### config.mk
export PLATFORM = sky130hd
export DESIGN_NAME = led_fault_line_locator_regs
export DESIGN_NICKNAME = d
export VERILOG_FILES = /design/src/hdl/fault_line_pkg.sv /design/src/hdl/warn_capture.sv /design/src/hdl/led_fault_line_locator_regs.sv
export VERILOG_INCLUDE_DIRS = /design/src /design/src/hdl
export SDC_FILE = /design/constraint.sdc
export NUM_CORES = 1
export LEC_CHECK = 0
export BUFFER_PORTS_ARGS = -buffer_cell sky130_fd_sc_hd__buf_2
export CORE_AREA = 2 2 125 103
export DETAILED_ROUTE_END_ITERATION = 10
export DIE_AREA = 0 0 127 105
export GPL_ROUTABILITY_DRIVEN = 0
export PLACE_DENSITY_LB_ADDON = 0.1
export SLEW_MARGIN = 40
export SYNTH_ARGS = -nofsm -noshare
export SYNTH_HDL_FRONTEND = slang
export SYNTH_SLANG_ARGS = --single-unit
### constraint.sdc
create_clock -name i_core_clk -period 2.3 [get_ports i_core_clk]
set_input_delay 0 -clock i_core_clk [delete_from_list [all_inputs] [get_ports i_core_clk]]
set_output_delay 0 -clock i_core_clk [all_outputs]
set_load 0.05 [all_outputs]
### src/hdl/fault_line_params.svh
`ifndef FAULT_LINE_PARAMS_SVH
`define FAULT_LINE_PARAMS_SVH

// Byte offsets on the register bus; each 48-bit word is split low/high.
`define FLL_OFF_OPEN_SEL_LO 8'h00
`define FLL_OFF_OPEN_SEL_HI 8'h04
`define FLL_OFF_SHORT_SEL_LO 8'h08
`define FLL_OFF_SHORT_SEL_HI 8'h0c
`define FLL_OFF_OPEN_UP_LO 8'h10
`define FLL_OFF_OPEN_UP_HI 8'h14
`define FLL_OFF_OPEN_LOW_LO 8'h18
`define FLL_OFF_OPEN_LOW_HI 8'h1c
`define FLL_OFF_SHORT_UP_LO 8'h20
`define FLL_OFF_SHORT_UP_HI 8'h24
`define FLL_OFF_IRQ_STATUS 8'h28
`define FLL_OFF_IRQ_MASK 8'h2c

// Field layout and reset values.
`define FLL_SEL_W 6
`define FLL_SEL_RESET 6'h00
`define FLL_LINES 64
`define FLL_UPPER_BASE 48
`define FLL_UPPER_LINES 16
`define FLL_IRQ_W 2
`define FLL_IRQ_OPEN_BIT 0
`define FLL_IRQ_SHORT_BIT 1
`define FLL_IRQ_RESET 2'h0

// Bus answers.
`define FLL_RESP_OKAY 2'h0
`define FLL_RESP_SLVERR 2'h2

`endif

### src/hdl/fault_line_pkg.sv
package fault_line_pkg;

  typedef enum logic [3:0]
  {
    SEL_OPEN_SEL_LO = 4'b0000,
    SEL_OPEN_SEL_HI = 4'b0001,
    SEL_SHORT_SEL_LO = 4'b0010,
    SEL_SHORT_SEL_HI = 4'b0011,
    SEL_OPEN_UP_LO = 4'b0100,
    SEL_OPEN_UP_HI = 4'b0101,
    SEL_OPEN_LOW_LO = 4'b0110,
    SEL_OPEN_LOW_HI = 4'b0111,
    SEL_SHORT_UP_LO = 4'b1000,
    SEL_SHORT_UP_HI = 4'b1001,
    SEL_IRQ_STATUS = 4'b1010,
    SEL_IRQ_MASK = 4'b1011,
    SEL_NONE = 4'b1111
  } reg_sel_t;

  typedef logic [47:0] word48_t;

endpackage

### src/hdl/warn_capture.sv
`timescale 1ns/1ps

// Registers a warning bitmap from the fault detectors and flags new warnings.
module warn_capture
#(
  parameter int WIDTH = 16
)
(
  input wire logic i_core_clk,
  input wire logic i_reset_n,
  input wire logic [WIDTH-1:0] i_fault,
  output logic [WIDTH-1:0] o_map,
  output logic o_new_warning
);

  if (WIDTH < 1 || WIDTH > 64)
  begin : g_width_check
    $error("warn_capture: WIDTH must be 1 to 64");
  end

  // The map mirrors the detectors; only this process ever writes it.
  always_ff @(posedge i_core_clk)
  begin
    if (!i_reset_n)
    begin
      o_map <= '0;
    end
    else
    begin
      o_map <= i_fault;
    end
  end

  // A pulse for any line whose warning has just appeared.
  always_ff @(posedge i_core_clk)
  begin
    if (!i_reset_n)
    begin
      o_new_warning <= 1'b0;
    end
    else
    begin
      o_new_warning <= |(i_fault & ~o_map);
    end
  end

endmodule

### src/hdl/led_fault_line_locator_regs.sv
// Function
// - R/W 6-bit open-load line selector, bits 5..0; code equals line.
// - R/W 6-bit short-circuit line selector, resets zero; code is line.
// - Read-only 16-bit open-load map; bit n flags line 48 plus n.
// - Read-only 48-bit open-load map; bit n flags line n.
// - Read-only short-circuit map of lines 48..63; bit n flags 48+n.
//
// Chosen here: the AXI4-Lite register port and the address map.
`timescale 1ns/1ps
`include "fault_line_params.svh"

module led_fault_line_locator_regs
(
  input wire logic i_core_clk,
  input wire logic i_reset_n,
  input wire logic [7:0] i_awaddr,
  input wire logic i_awvalid,
  output logic o_awready,
  input wire logic [31:0] i_wdata,
  input wire logic [3:0] i_wstrb,
  input wire logic i_wvalid,
  output logic o_wready,
  output logic [1:0] o_bresp,
  output logic o_bvalid,
  input wire logic i_bready,
  input wire logic [7:0] i_araddr,
  input wire logic i_arvalid,
  output logic o_arready,
  output logic [31:0] o_rdata,
  output logic [1:0] o_rresp,
  output logic o_rvalid,
  input wire logic i_rready,
  input wire logic [`FLL_LINES-1:0] i_open_line_fault,
  input wire logic [`FLL_UPPER_LINES-1:0] i_short_upper_fault,
  output logic [`FLL_SEL_W-1:0] o_open_line_selector,
  output logic [`FLL_SEL_W-1:0] o_short_line_selector,
  output fault_line_pkg::reg_sel_t o_last_read_sel,
  output logic o_irq
);

  import fault_line_pkg::*;

  function automatic reg_sel_t decode(input logic [7:0] addr);
    case (addr)
      `FLL_OFF_OPEN_SEL_LO: decode = SEL_OPEN_SEL_LO;
      `FLL_OFF_OPEN_SEL_HI: decode = SEL_OPEN_SEL_HI;
      `FLL_OFF_SHORT_SEL_LO: decode = SEL_SHORT_SEL_LO;
      `FLL_OFF_SHORT_SEL_HI: decode = SEL_SHORT_SEL_HI;
      `FLL_OFF_OPEN_UP_LO: decode = SEL_OPEN_UP_LO;
      `FLL_OFF_OPEN_UP_HI: decode = SEL_OPEN_UP_HI;
      `FLL_OFF_OPEN_LOW_LO: decode = SEL_OPEN_LOW_LO;
      `FLL_OFF_OPEN_LOW_HI: decode = SEL_OPEN_LOW_HI;
      `FLL_OFF_SHORT_UP_LO: decode = SEL_SHORT_UP_LO;
      `FLL_OFF_SHORT_UP_HI: decode = SEL_SHORT_UP_HI;
      `FLL_OFF_IRQ_STATUS: decode = SEL_IRQ_STATUS;
      `FLL_OFF_IRQ_MASK: decode = SEL_IRQ_MASK;
      default: decode = SEL_NONE;
    endcase
  endfunction

  logic [`FLL_LINES-1:0] open_map;
  logic [`FLL_UPPER_LINES-1:0] short_map;
  logic open_new;
  logic short_new;
  logic aw_held;
  logic w_held;
  reg_sel_t aw_sel;
  logic [31:0] w_data;
  logic [3:0] w_strb;
  logic wr_fire;
  logic rd_fire;
  reg_sel_t rd_sel;
  logic [`FLL_IRQ_W-1:0] irq_status;
  logic [`FLL_IRQ_W-1:0] irq_mask;
  logic [`FLL_IRQ_W-1:0] irq_event;
  logic status_read;
  word48_t open_sel_word;
  word48_t short_sel_word;
  word48_t open_up_word;
  word48_t open_low_word;
  word48_t short_up_word;
  logic [31:0] next_rdata;

  warn_capture
  #(
    .WIDTH(`FLL_LINES)
  )
  open_capture
  (
    .i_core_clk(i_core_clk),
    .i_reset_n(i_reset_n),
    .i_fault(i_open_line_fault),
    .o_map(open_map),
    .o_new_warning(open_new)
  );

  warn_capture
  #(
    .WIDTH(`FLL_UPPER_LINES)
  )
  short_capture
  (
    .i_core_clk(i_core_clk),
    .i_reset_n(i_reset_n),
    .i_fault(i_short_upper_fault),
    .o_map(short_map),
    .o_new_warning(short_new)
  );

  // Address and data are each held once taken, in either order.
  assign o_awready = !aw_held && !o_bvalid;
  assign o_wready = !w_held && !o_bvalid;
  assign wr_fire = aw_held && w_held && !o_bvalid;
  assign o_arready = !o_rvalid;
  assign rd_fire = i_arvalid && o_arready;
  assign rd_sel = decode(i_araddr);

  always_ff @(posedge i_core_clk)
  begin
    if (!i_reset_n)
    begin
      aw_held <= 1'b0;
      aw_sel <= SEL_NONE;
    end
    else if (i_awvalid && o_awready)
    begin
      aw_held <= 1'b1;
      aw_sel <= decode(i_awaddr);
    end
    else if (wr_fire)
    begin
      aw_held <= 1'b0;
    end
  end

  always_ff @(posedge i_core_clk)
  begin
    if (!i_reset_n)
    begin
      w_held <= 1'b0;
      w_data <= 32'h0;
      w_strb <= 4'h0;
    end
    else if (i_wvalid && o_wready)
    begin
      w_held <= 1'b1;
      w_data <= i_wdata;
      w_strb <= i_wstrb;
    end
    else if (wr_fire)
    begin
      w_held <= 1'b0;
    end
  end

  // Writes to the maps are answered OKAY but change nothing.
  always_ff @(posedge i_core_clk)
  begin
    if (!i_reset_n)
    begin
      o_bvalid <= 1'b0;
      o_bresp <= `FLL_RESP_OKAY;
    end
    else if (wr_fire)
    begin
      o_bvalid <= 1'b1;
      o_bresp <= (aw_sel == SEL_NONE) ? `FLL_RESP_SLVERR : `FLL_RESP_OKAY;
    end
    else if (i_bready)
    begin
      o_bvalid <= 1'b0;
    end
  end

  always_ff @(posedge i_core_clk)
  begin
    if (!i_reset_n)
    begin
      o_open_line_selector <= `FLL_SEL_RESET;
    end
    else if (wr_fire && aw_sel == SEL_OPEN_SEL_LO && w_strb[0])
    begin
      o_open_line_selector <= w_data[`FLL_SEL_W-1:0];
    end
  end

  always_ff @(posedge i_core_clk)
  begin
    if (!i_reset_n)
    begin
      o_short_line_selector <= `FLL_SEL_RESET;
    end
    else if (wr_fire && aw_sel == SEL_SHORT_SEL_LO && w_strb[0])
    begin
      o_short_line_selector <= w_data[`FLL_SEL_W-1:0];
    end
  end

  always_ff @(posedge i_core_clk)
  begin
    if (!i_reset_n)
    begin
      irq_mask <= `FLL_IRQ_RESET;
    end
    else if (wr_fire && aw_sel == SEL_IRQ_MASK && w_strb[0])
    begin
      irq_mask <= w_data[`FLL_IRQ_W-1:0];
    end
  end

  // A new warning in the cycle of a status read survives the clear.
  assign irq_event = {short_new, open_new};
  assign status_read = rd_fire && rd_sel == SEL_IRQ_STATUS;

  always_ff @(posedge i_core_clk)
  begin
    if (!i_reset_n)
    begin
      irq_status <= `FLL_IRQ_RESET;
    end
    else
    begin
      irq_status <= (status_read ? `FLL_IRQ_RESET : irq_status) | irq_event;
    end
  end

  assign o_irq = |(irq_status & irq_mask);

  // Reserved positions are zero-filled here so they always read as zero.
  assign open_sel_word = {42'h0, o_open_line_selector};
  assign short_sel_word = {42'h0, o_short_line_selector};
  assign open_up_word = {32'h0, open_map[`FLL_LINES-1:`FLL_UPPER_BASE]};
  assign open_low_word = open_map[`FLL_UPPER_BASE-1:0];
  assign short_up_word = {32'h0, short_map};

  always_comb
  begin
    case (rd_sel)
      SEL_OPEN_SEL_LO: next_rdata = open_sel_word[31:0];
      SEL_OPEN_SEL_HI: next_rdata = {16'h0, open_sel_word[47:32]};
      SEL_SHORT_SEL_LO: next_rdata = short_sel_word[31:0];
      SEL_SHORT_SEL_HI: next_rdata = {16'h0, short_sel_word[47:32]};
      SEL_OPEN_UP_LO: next_rdata = open_up_word[31:0];
      SEL_OPEN_UP_HI: next_rdata = {16'h0, open_up_word[47:32]};
      SEL_OPEN_LOW_LO: next_rdata = open_low_word[31:0];
      SEL_OPEN_LOW_HI: next_rdata = {16'h0, open_low_word[47:32]};
      SEL_SHORT_UP_LO: next_rdata = short_up_word[31:0];
      SEL_SHORT_UP_HI: next_rdata = {16'h0, short_up_word[47:32]};
      SEL_IRQ_STATUS: next_rdata = {30'h0, irq_status};
      SEL_IRQ_MASK: next_rdata = {30'h0, irq_mask};
      default: next_rdata = 32'h0;
    endcase
  end

  always_ff @(posedge i_core_clk)
  begin
    if (!i_reset_n)
    begin
      o_rvalid <= 1'b0;
      o_rdata <= 32'h0;
      o_rresp <= `FLL_RESP_OKAY;
      o_last_read_sel <= SEL_NONE;
    end
    else if (rd_fire)
    begin
      o_rvalid <= 1'b1;
      o_rdata <= next_rdata;
      o_rresp <= (rd_sel == SEL_NONE) ? `FLL_RESP_SLVERR : `FLL_RESP_OKAY;
      o_last_read_sel <= rd_sel;
    end
    else if (i_rready)
    begin
      o_rvalid <= 1'b0;
    end
  end
endmodule

# == Word level (Yosys, flattened, before mapping) ==
# Index checks and enable logic that the tools add are counted.
# totals
regBits,153
in_bits,139
# op_classes
n_reduce_logical,29
muxes,13
n_eq_ne,33
bitwise_logic,6
# op_table
cell,count
$pmux 32 s8,1
$pmux 4 s12,2
$and 64x64->64,1
$eq 8x5->1 const B,8
$eq 8x6->1 const B,8
$not 64->64,1
$reduce_or 64->1,1
$eq 8x4->1 const B,4
$eq 4x4->1 const B,6
$and 16x16->16,1
$eq 8x3->1 const B,2
$logic_not 8->1,2
$not 16->16,1
$reduce_or 16->1,1
$logic_and 1x1->1,14
$eq 4x3->1 const B,3
$eq 4x2->1 const B,2
$logic_not 4->1,2
$reduce_bool 2->1,4
$mux 1,7
$mux 2,3
$logic_not 1->1,4
$and 2x2->2,1
$or 2x2->2,1
$reduce_or 2->1,1

# == Longest topological paths before layout ==
# depth
word_depth,6
ltp_mapped,8
ltp_nobuf,5

# == Cells and area by module ==
# From an unflattened synthesis, not the netlist that was laid out.
# hier_totals
hier_cells,653
hier_area_um2,5944.5
# by_module_without_submodules
module,cells_each,instances,area_each_um2
led_fault_line_locator_regs,355,1,3133.0
warn_capture (open_capture),239,1,2259.7
warn_capture (short_capture),59,1,551.8

# == Least setup slack after synthesis ==
# OpenSTA, ideal clock, no wires.
# synth_timing
kind,reg-to-reg
startpoint,register o_bvalid
endpoint,register w_data[4]
period_less_slack_ns,2.221
n_path_buf,1
stages_incl_launch_ff,6
arrival_time_ns,2.093
slack_ns,0.079
cell_sequence,dfxtp_1 > nor2_1 > and2_1 > clkbuf_1 > mux2i_1 > nor2_1
# synth_between
elab_chain_cells,3
# synth_rtl
element,line_no,source
start: declaration,led_fault_line_locator_regs.sv:24,"output logic o_bvalid,"
start signal: assignment,led_fault_line_locator_regs.sv:161,o_bvalid <= 1'b0;
start signal: assignment,led_fault_line_locator_regs.sv:166,o_bvalid <= 1'b1;
start signal: assignment,led_fault_line_locator_regs.sv:171,o_bvalid <= 1'b0;
$logic_not 1->1,led_fault_line_locator_regs.sv:112,assign o_wready = !w_held && !o_bvalid;
$logic_and 1x1->1,led_fault_line_locator_regs.sv:112,
named net o_wready,led_fault_line_locator_regs.sv:22,"output logic o_wready,"
$logic_and 1x1->1,led_fault_line_locator_regs.sv:144,else if (i_wvalid && o_wready)
end signal: assignment,led_fault_line_locator_regs.sv:147,w_data <= i_wdata;
end: declaration,led_fault_line_locator_regs.sv:68,logic [31:0] w_data;
# The timed path passes the listed nets, and every way through them passes these cells.
# A chain may end at the register's enable or synchronous reset.

# == Worst setup path in the final report ==
# layout_timing
startpoint,register o_bvalid
endpoint,register aw_sel[1]
# layout_between
elab_chain_cells,3
# layout_rtl
element,line_no,source
$logic_not 1->1,led_fault_line_locator_regs.sv:111,assign o_awready = !aw_held && !o_bvalid;
$logic_and 1x1->1,led_fault_line_locator_regs.sv:111,
$logic_and 1x1->1,led_fault_line_locator_regs.sv:125,else if (i_awvalid && o_awready)
end signal: assignment,led_fault_line_locator_regs.sv:128,aw_sel <= decode(i_awaddr);
end: declaration,led_fault_line_locator_regs.sv:67,reg_sel_t aw_sel;
# No other way between the ends.

==> flow_metrics.py <==
metrics = {
    "floorplanning": {
        "coreArea_mm2": 0.0120,
        "rows": 36,
        "die_area_mm2": 0.0133,
        "io_pins": 197,
        "initial_utilization_pct": 49.2,
        "dieWidth_um": 127,
        "die_y_um": 105,
    },
    "clock_network": {
        "clock_latency_ps": 420,
        "clk_root_buffer_cell": "clkbuf_16",
        "clkSinkCount": 151,
        "cts_inserted_buffers": 17,
        "clkSlewWorstSetupHoldPaths_ps": 60,
        "cts_tree": "done",
        "cts_resized": 0,
        "clock_path_buffers": 2,
        "cts_hold_buf": 99,
        "h-tree-depth": 4,
        "cts_setup_buffers": 0,
    },
    "worst_setup_path": {
        "cp_data_required_time_ps": 2590,
        "crit_arrival_ps": 2170,
        "r2r_start": "o_bvalid",
        "worstPathMaxFanout": 7,
        "crit_path_max_incr_delay_ps": 570,
        "regToRegSetupSlack_ps": 430,
        "timing.critical_path.cells": "nor3b_1 > buf_4 > nand2_1 > a21o_1 > o22ai_1 > dlygate4sd3_1 > nand2_1",
        "worstRegToRegCells": 7,
        "r2r-end": "aw_sel[1]",
        "crit_path_start": "o_bvalid",
        "crit_slowest_cell": "dlygate4sd3_1",
        "endpoint_kind": "flip-flop",
        "crit_type": "reg2reg",
        "start_kind": "flip-flop",
        "path_common_cell": "nand2_1",
        "cp-endpoint": "aw_sel[1]",
    },
    "logic_synthesis": {
        "synth_top_area_share_pct": 51.3,
        "avgSynthCellArea_um2": 9.08,
        "yosysTopAreaCell": "dfxtp_1",
        "synthXorXnorAreaFrac_pct": 0,
        "synth_cell_types": 47,
        "synth-simple-area-share_pct": 17.9,
        "synth-compound-area-share_pct": 17.0,
        "mappedNetlistArea_mm2": 0.00589,
        "synthCells": 649,
        "synth_edf_count": 0,
        "netlist_top_cells_count": "151 x dfxtp_1, 102 x nor2_1, 77 x inv_1",
        "post-synth-top-count-cell": "dfxtp_1",
        "async_flop_share_pct": 0,
        "yosys_register_bits": 151,
        "ys.flop_type": "dfxtp_1",
        "synth_mux_area_share_pct": 6.07,
        "synth_adder_area_share_pct": 0,
        "ys_top_cells_by_area": "dfxtp_1 51%, nor2_1 6.5%, mux2i_1 4.9%",
        "synth_top_family_by_area": "simple AND/OR/NAND/NOR gates",
        "synth_seq_area_share_pct": 51.3,
        "yosys_warnings": 0,
    },
    "sta": {
        "hold_viol": 0,
        "setup_violations": 0,
        "worst_pin_slew_ps": 679,
        "skew_ps": 6.40,
        "slew_headroom_pct": 54.7,
        "fin_crit_sh_pct": 81.5,
        "finalSetupTns_ps": 0,
        "grt_setup_unrepaired": "no",
        "drv_slew": 0,
        "clock.fmax_mhz": 534,
        "min_period_ps": 1870,
    },
    "power_and_ir_drop": {
        "peakVddDrop_mv": 0.694,
        "p_leak_nw": 3.89,
        "p_per_area_mw_per_mm2": 776,
    },
    "hold_path": {
        "hp-class": "in2reg",
        "hp-start": "i_arvalid",
        "worstHoldPathCells": 3,
    },
    "layout": {
        "design_area_mm2": 0.00857,
        "nNetsFinal": 1055,
        "n_fill_cell": 893,
        "drive_gt1_share_pct": 25.9,
        "diodes": 0,
        "syn2layout_area_growth_pct": 45.5,
    },
    "global_route": {
        "grt_pass1_vias": 5745,
        "grt-ovfl-total": 0,
        "grt_max_degree": 64,
        "grt_usage_pct": 27.0,
        "antenna_found_initial": 0,
        "grt_pass1_wl_mm": 28.4,
    },
    "run": {
        "maxCapViolCount": 0,
    },
    "detailed_routing": {
        "drt-vias-per-instance": 5.34,
        "route.antenna.remaining_nets": 0,
        "drt-total-wl_mm": 18.2,
        "dr_total_vias": 5775,
        "drt_iter0_markers": 371,
        "wl_per_cell_um": 16.8,
        "drt_pass1_iterations": 5,
        "post-route-drc-count": 0,
    },
    "place": {
        "place_area_mm2": 0.00689,
        "hpwl_mm": 12.4,
        "port_buffers": 165,
    },
    "outcome": {
        "run_status": "finished clean",
    },
}
==> layout make-up <==
cell class                 count  area, µm²  share of cell area [%]
sequential                   151       3020                    35.3
tap                          152        190                    2.22
clock inverter                13        240                    2.80
multi-input combinational    389       2420                    28.3
clock buffer                  19        453                    5.29
timing repair buffer         280       1950                    22.7
inverter                      77        289                    3.37
==> worst max-delay path, delay by kind of cell, from the launching register on <==
kind                   cells  cell delay, ps
buffers and inverters      2             740
AND/OR/NAND/NOR            3             360
AO/OA/AOI/OAI              2             300
flip-flops                 1             350
==> metrics by stage <==
step                      setup WS, ps  power [mW]  hold slack [ps]  std cells  utilization [%]
after floorplan                   79.1        3.11              122        650                -
after global placement             628        3.31              219        950             57.5
after detailed placement           571        3.33              223        950             57.5
after CTS                          430        6.66             38.4       1081             71.5
after global routing               326        6.85             78.9       1081             71.5
final                              426        6.65             52.5       1081             71.5
==> state kept, by name (all words and copies together), names as in the netlist <==
register                     count
o_bvalid                         1
o_rvalid                         1
o_last_read_sel                  4
w_strb                           1
w_data                           6
o_open_line_selector             6
aw_sel                           4
irq_mask                         2
irq_status                       2
short_capture.o_map             16
o_short_line_selector            6
open_capture.o_map              64
open_capture.o_new_warning       1
w_held                           1
short_capture.o_new_warning      1
o_bresp                          1
o_rresp                          1
aw_held                          1
o_rdata                         32
==> logic make-up after synthesis <==
logic type / Yosys count
flops: 151
other cells: 1
simple gates: 214
buf+inv: 110
compound gates: 139
mux: 34
==> how the worst min path moves through the flow <==
stage | to | slack, ps
3_5_place_dp | short_capture.o_map[8] | 220
5_1_grt | o_rdata[3] | 80
3_3_place_gp | aw_sel[1] | 220
4_1_cts | o_rvalid | 40
2_1_floorplan | open_capture.o_map[0] | 120
6_report | o_rvalid | 50
==> placed cells by master (no fill, tap or decap), drive strengths merged, types with 3 or more instances in the layout <==
cell / netlist / layout
nand2: 32 / 32
clkbuf: 22 / 19
a22oi: 12 / 12
dfxtp: 151 / 151
a221oi: 14 / 14
mux2i: 29 / 29
o21ai: 25 / 25
nand2b: 10 / 10
nand4: 3 / 3
nor2: 102 / 102
nor2b: 3 / 3
nor4: 6 / 6
bufinv: 0 / 6
inv: 77 / 80
mux2: 4 / 4
a21oi: 15 / 15
dlygate4sd3: 0 / 99
nor4b: 3 / 3
and2: 25 / 25
a22o: 26 / 26
buf: 11 / 181
nand3: 9 / 9
clkinv: 0 / 3
a211oi: 3 / 3
o22ai: 36 / 36
nor3: 14 / 14
==> routing by layer <==
metal	wire length, µm	GRT usage, %
met5	0	0
met4	391	8.63
met3	1280	6.14
met2	8470	44.5
met1	8030	35.2
==> power breakdown <==
group          switching [mW]  internal, mW  leakage (nW)
clock                    1.13          2.11         0.335
sequential             0.0699          2.71          1.24
combinational           0.323         0.305          2.31
Power figures use the tool's default switching activity.
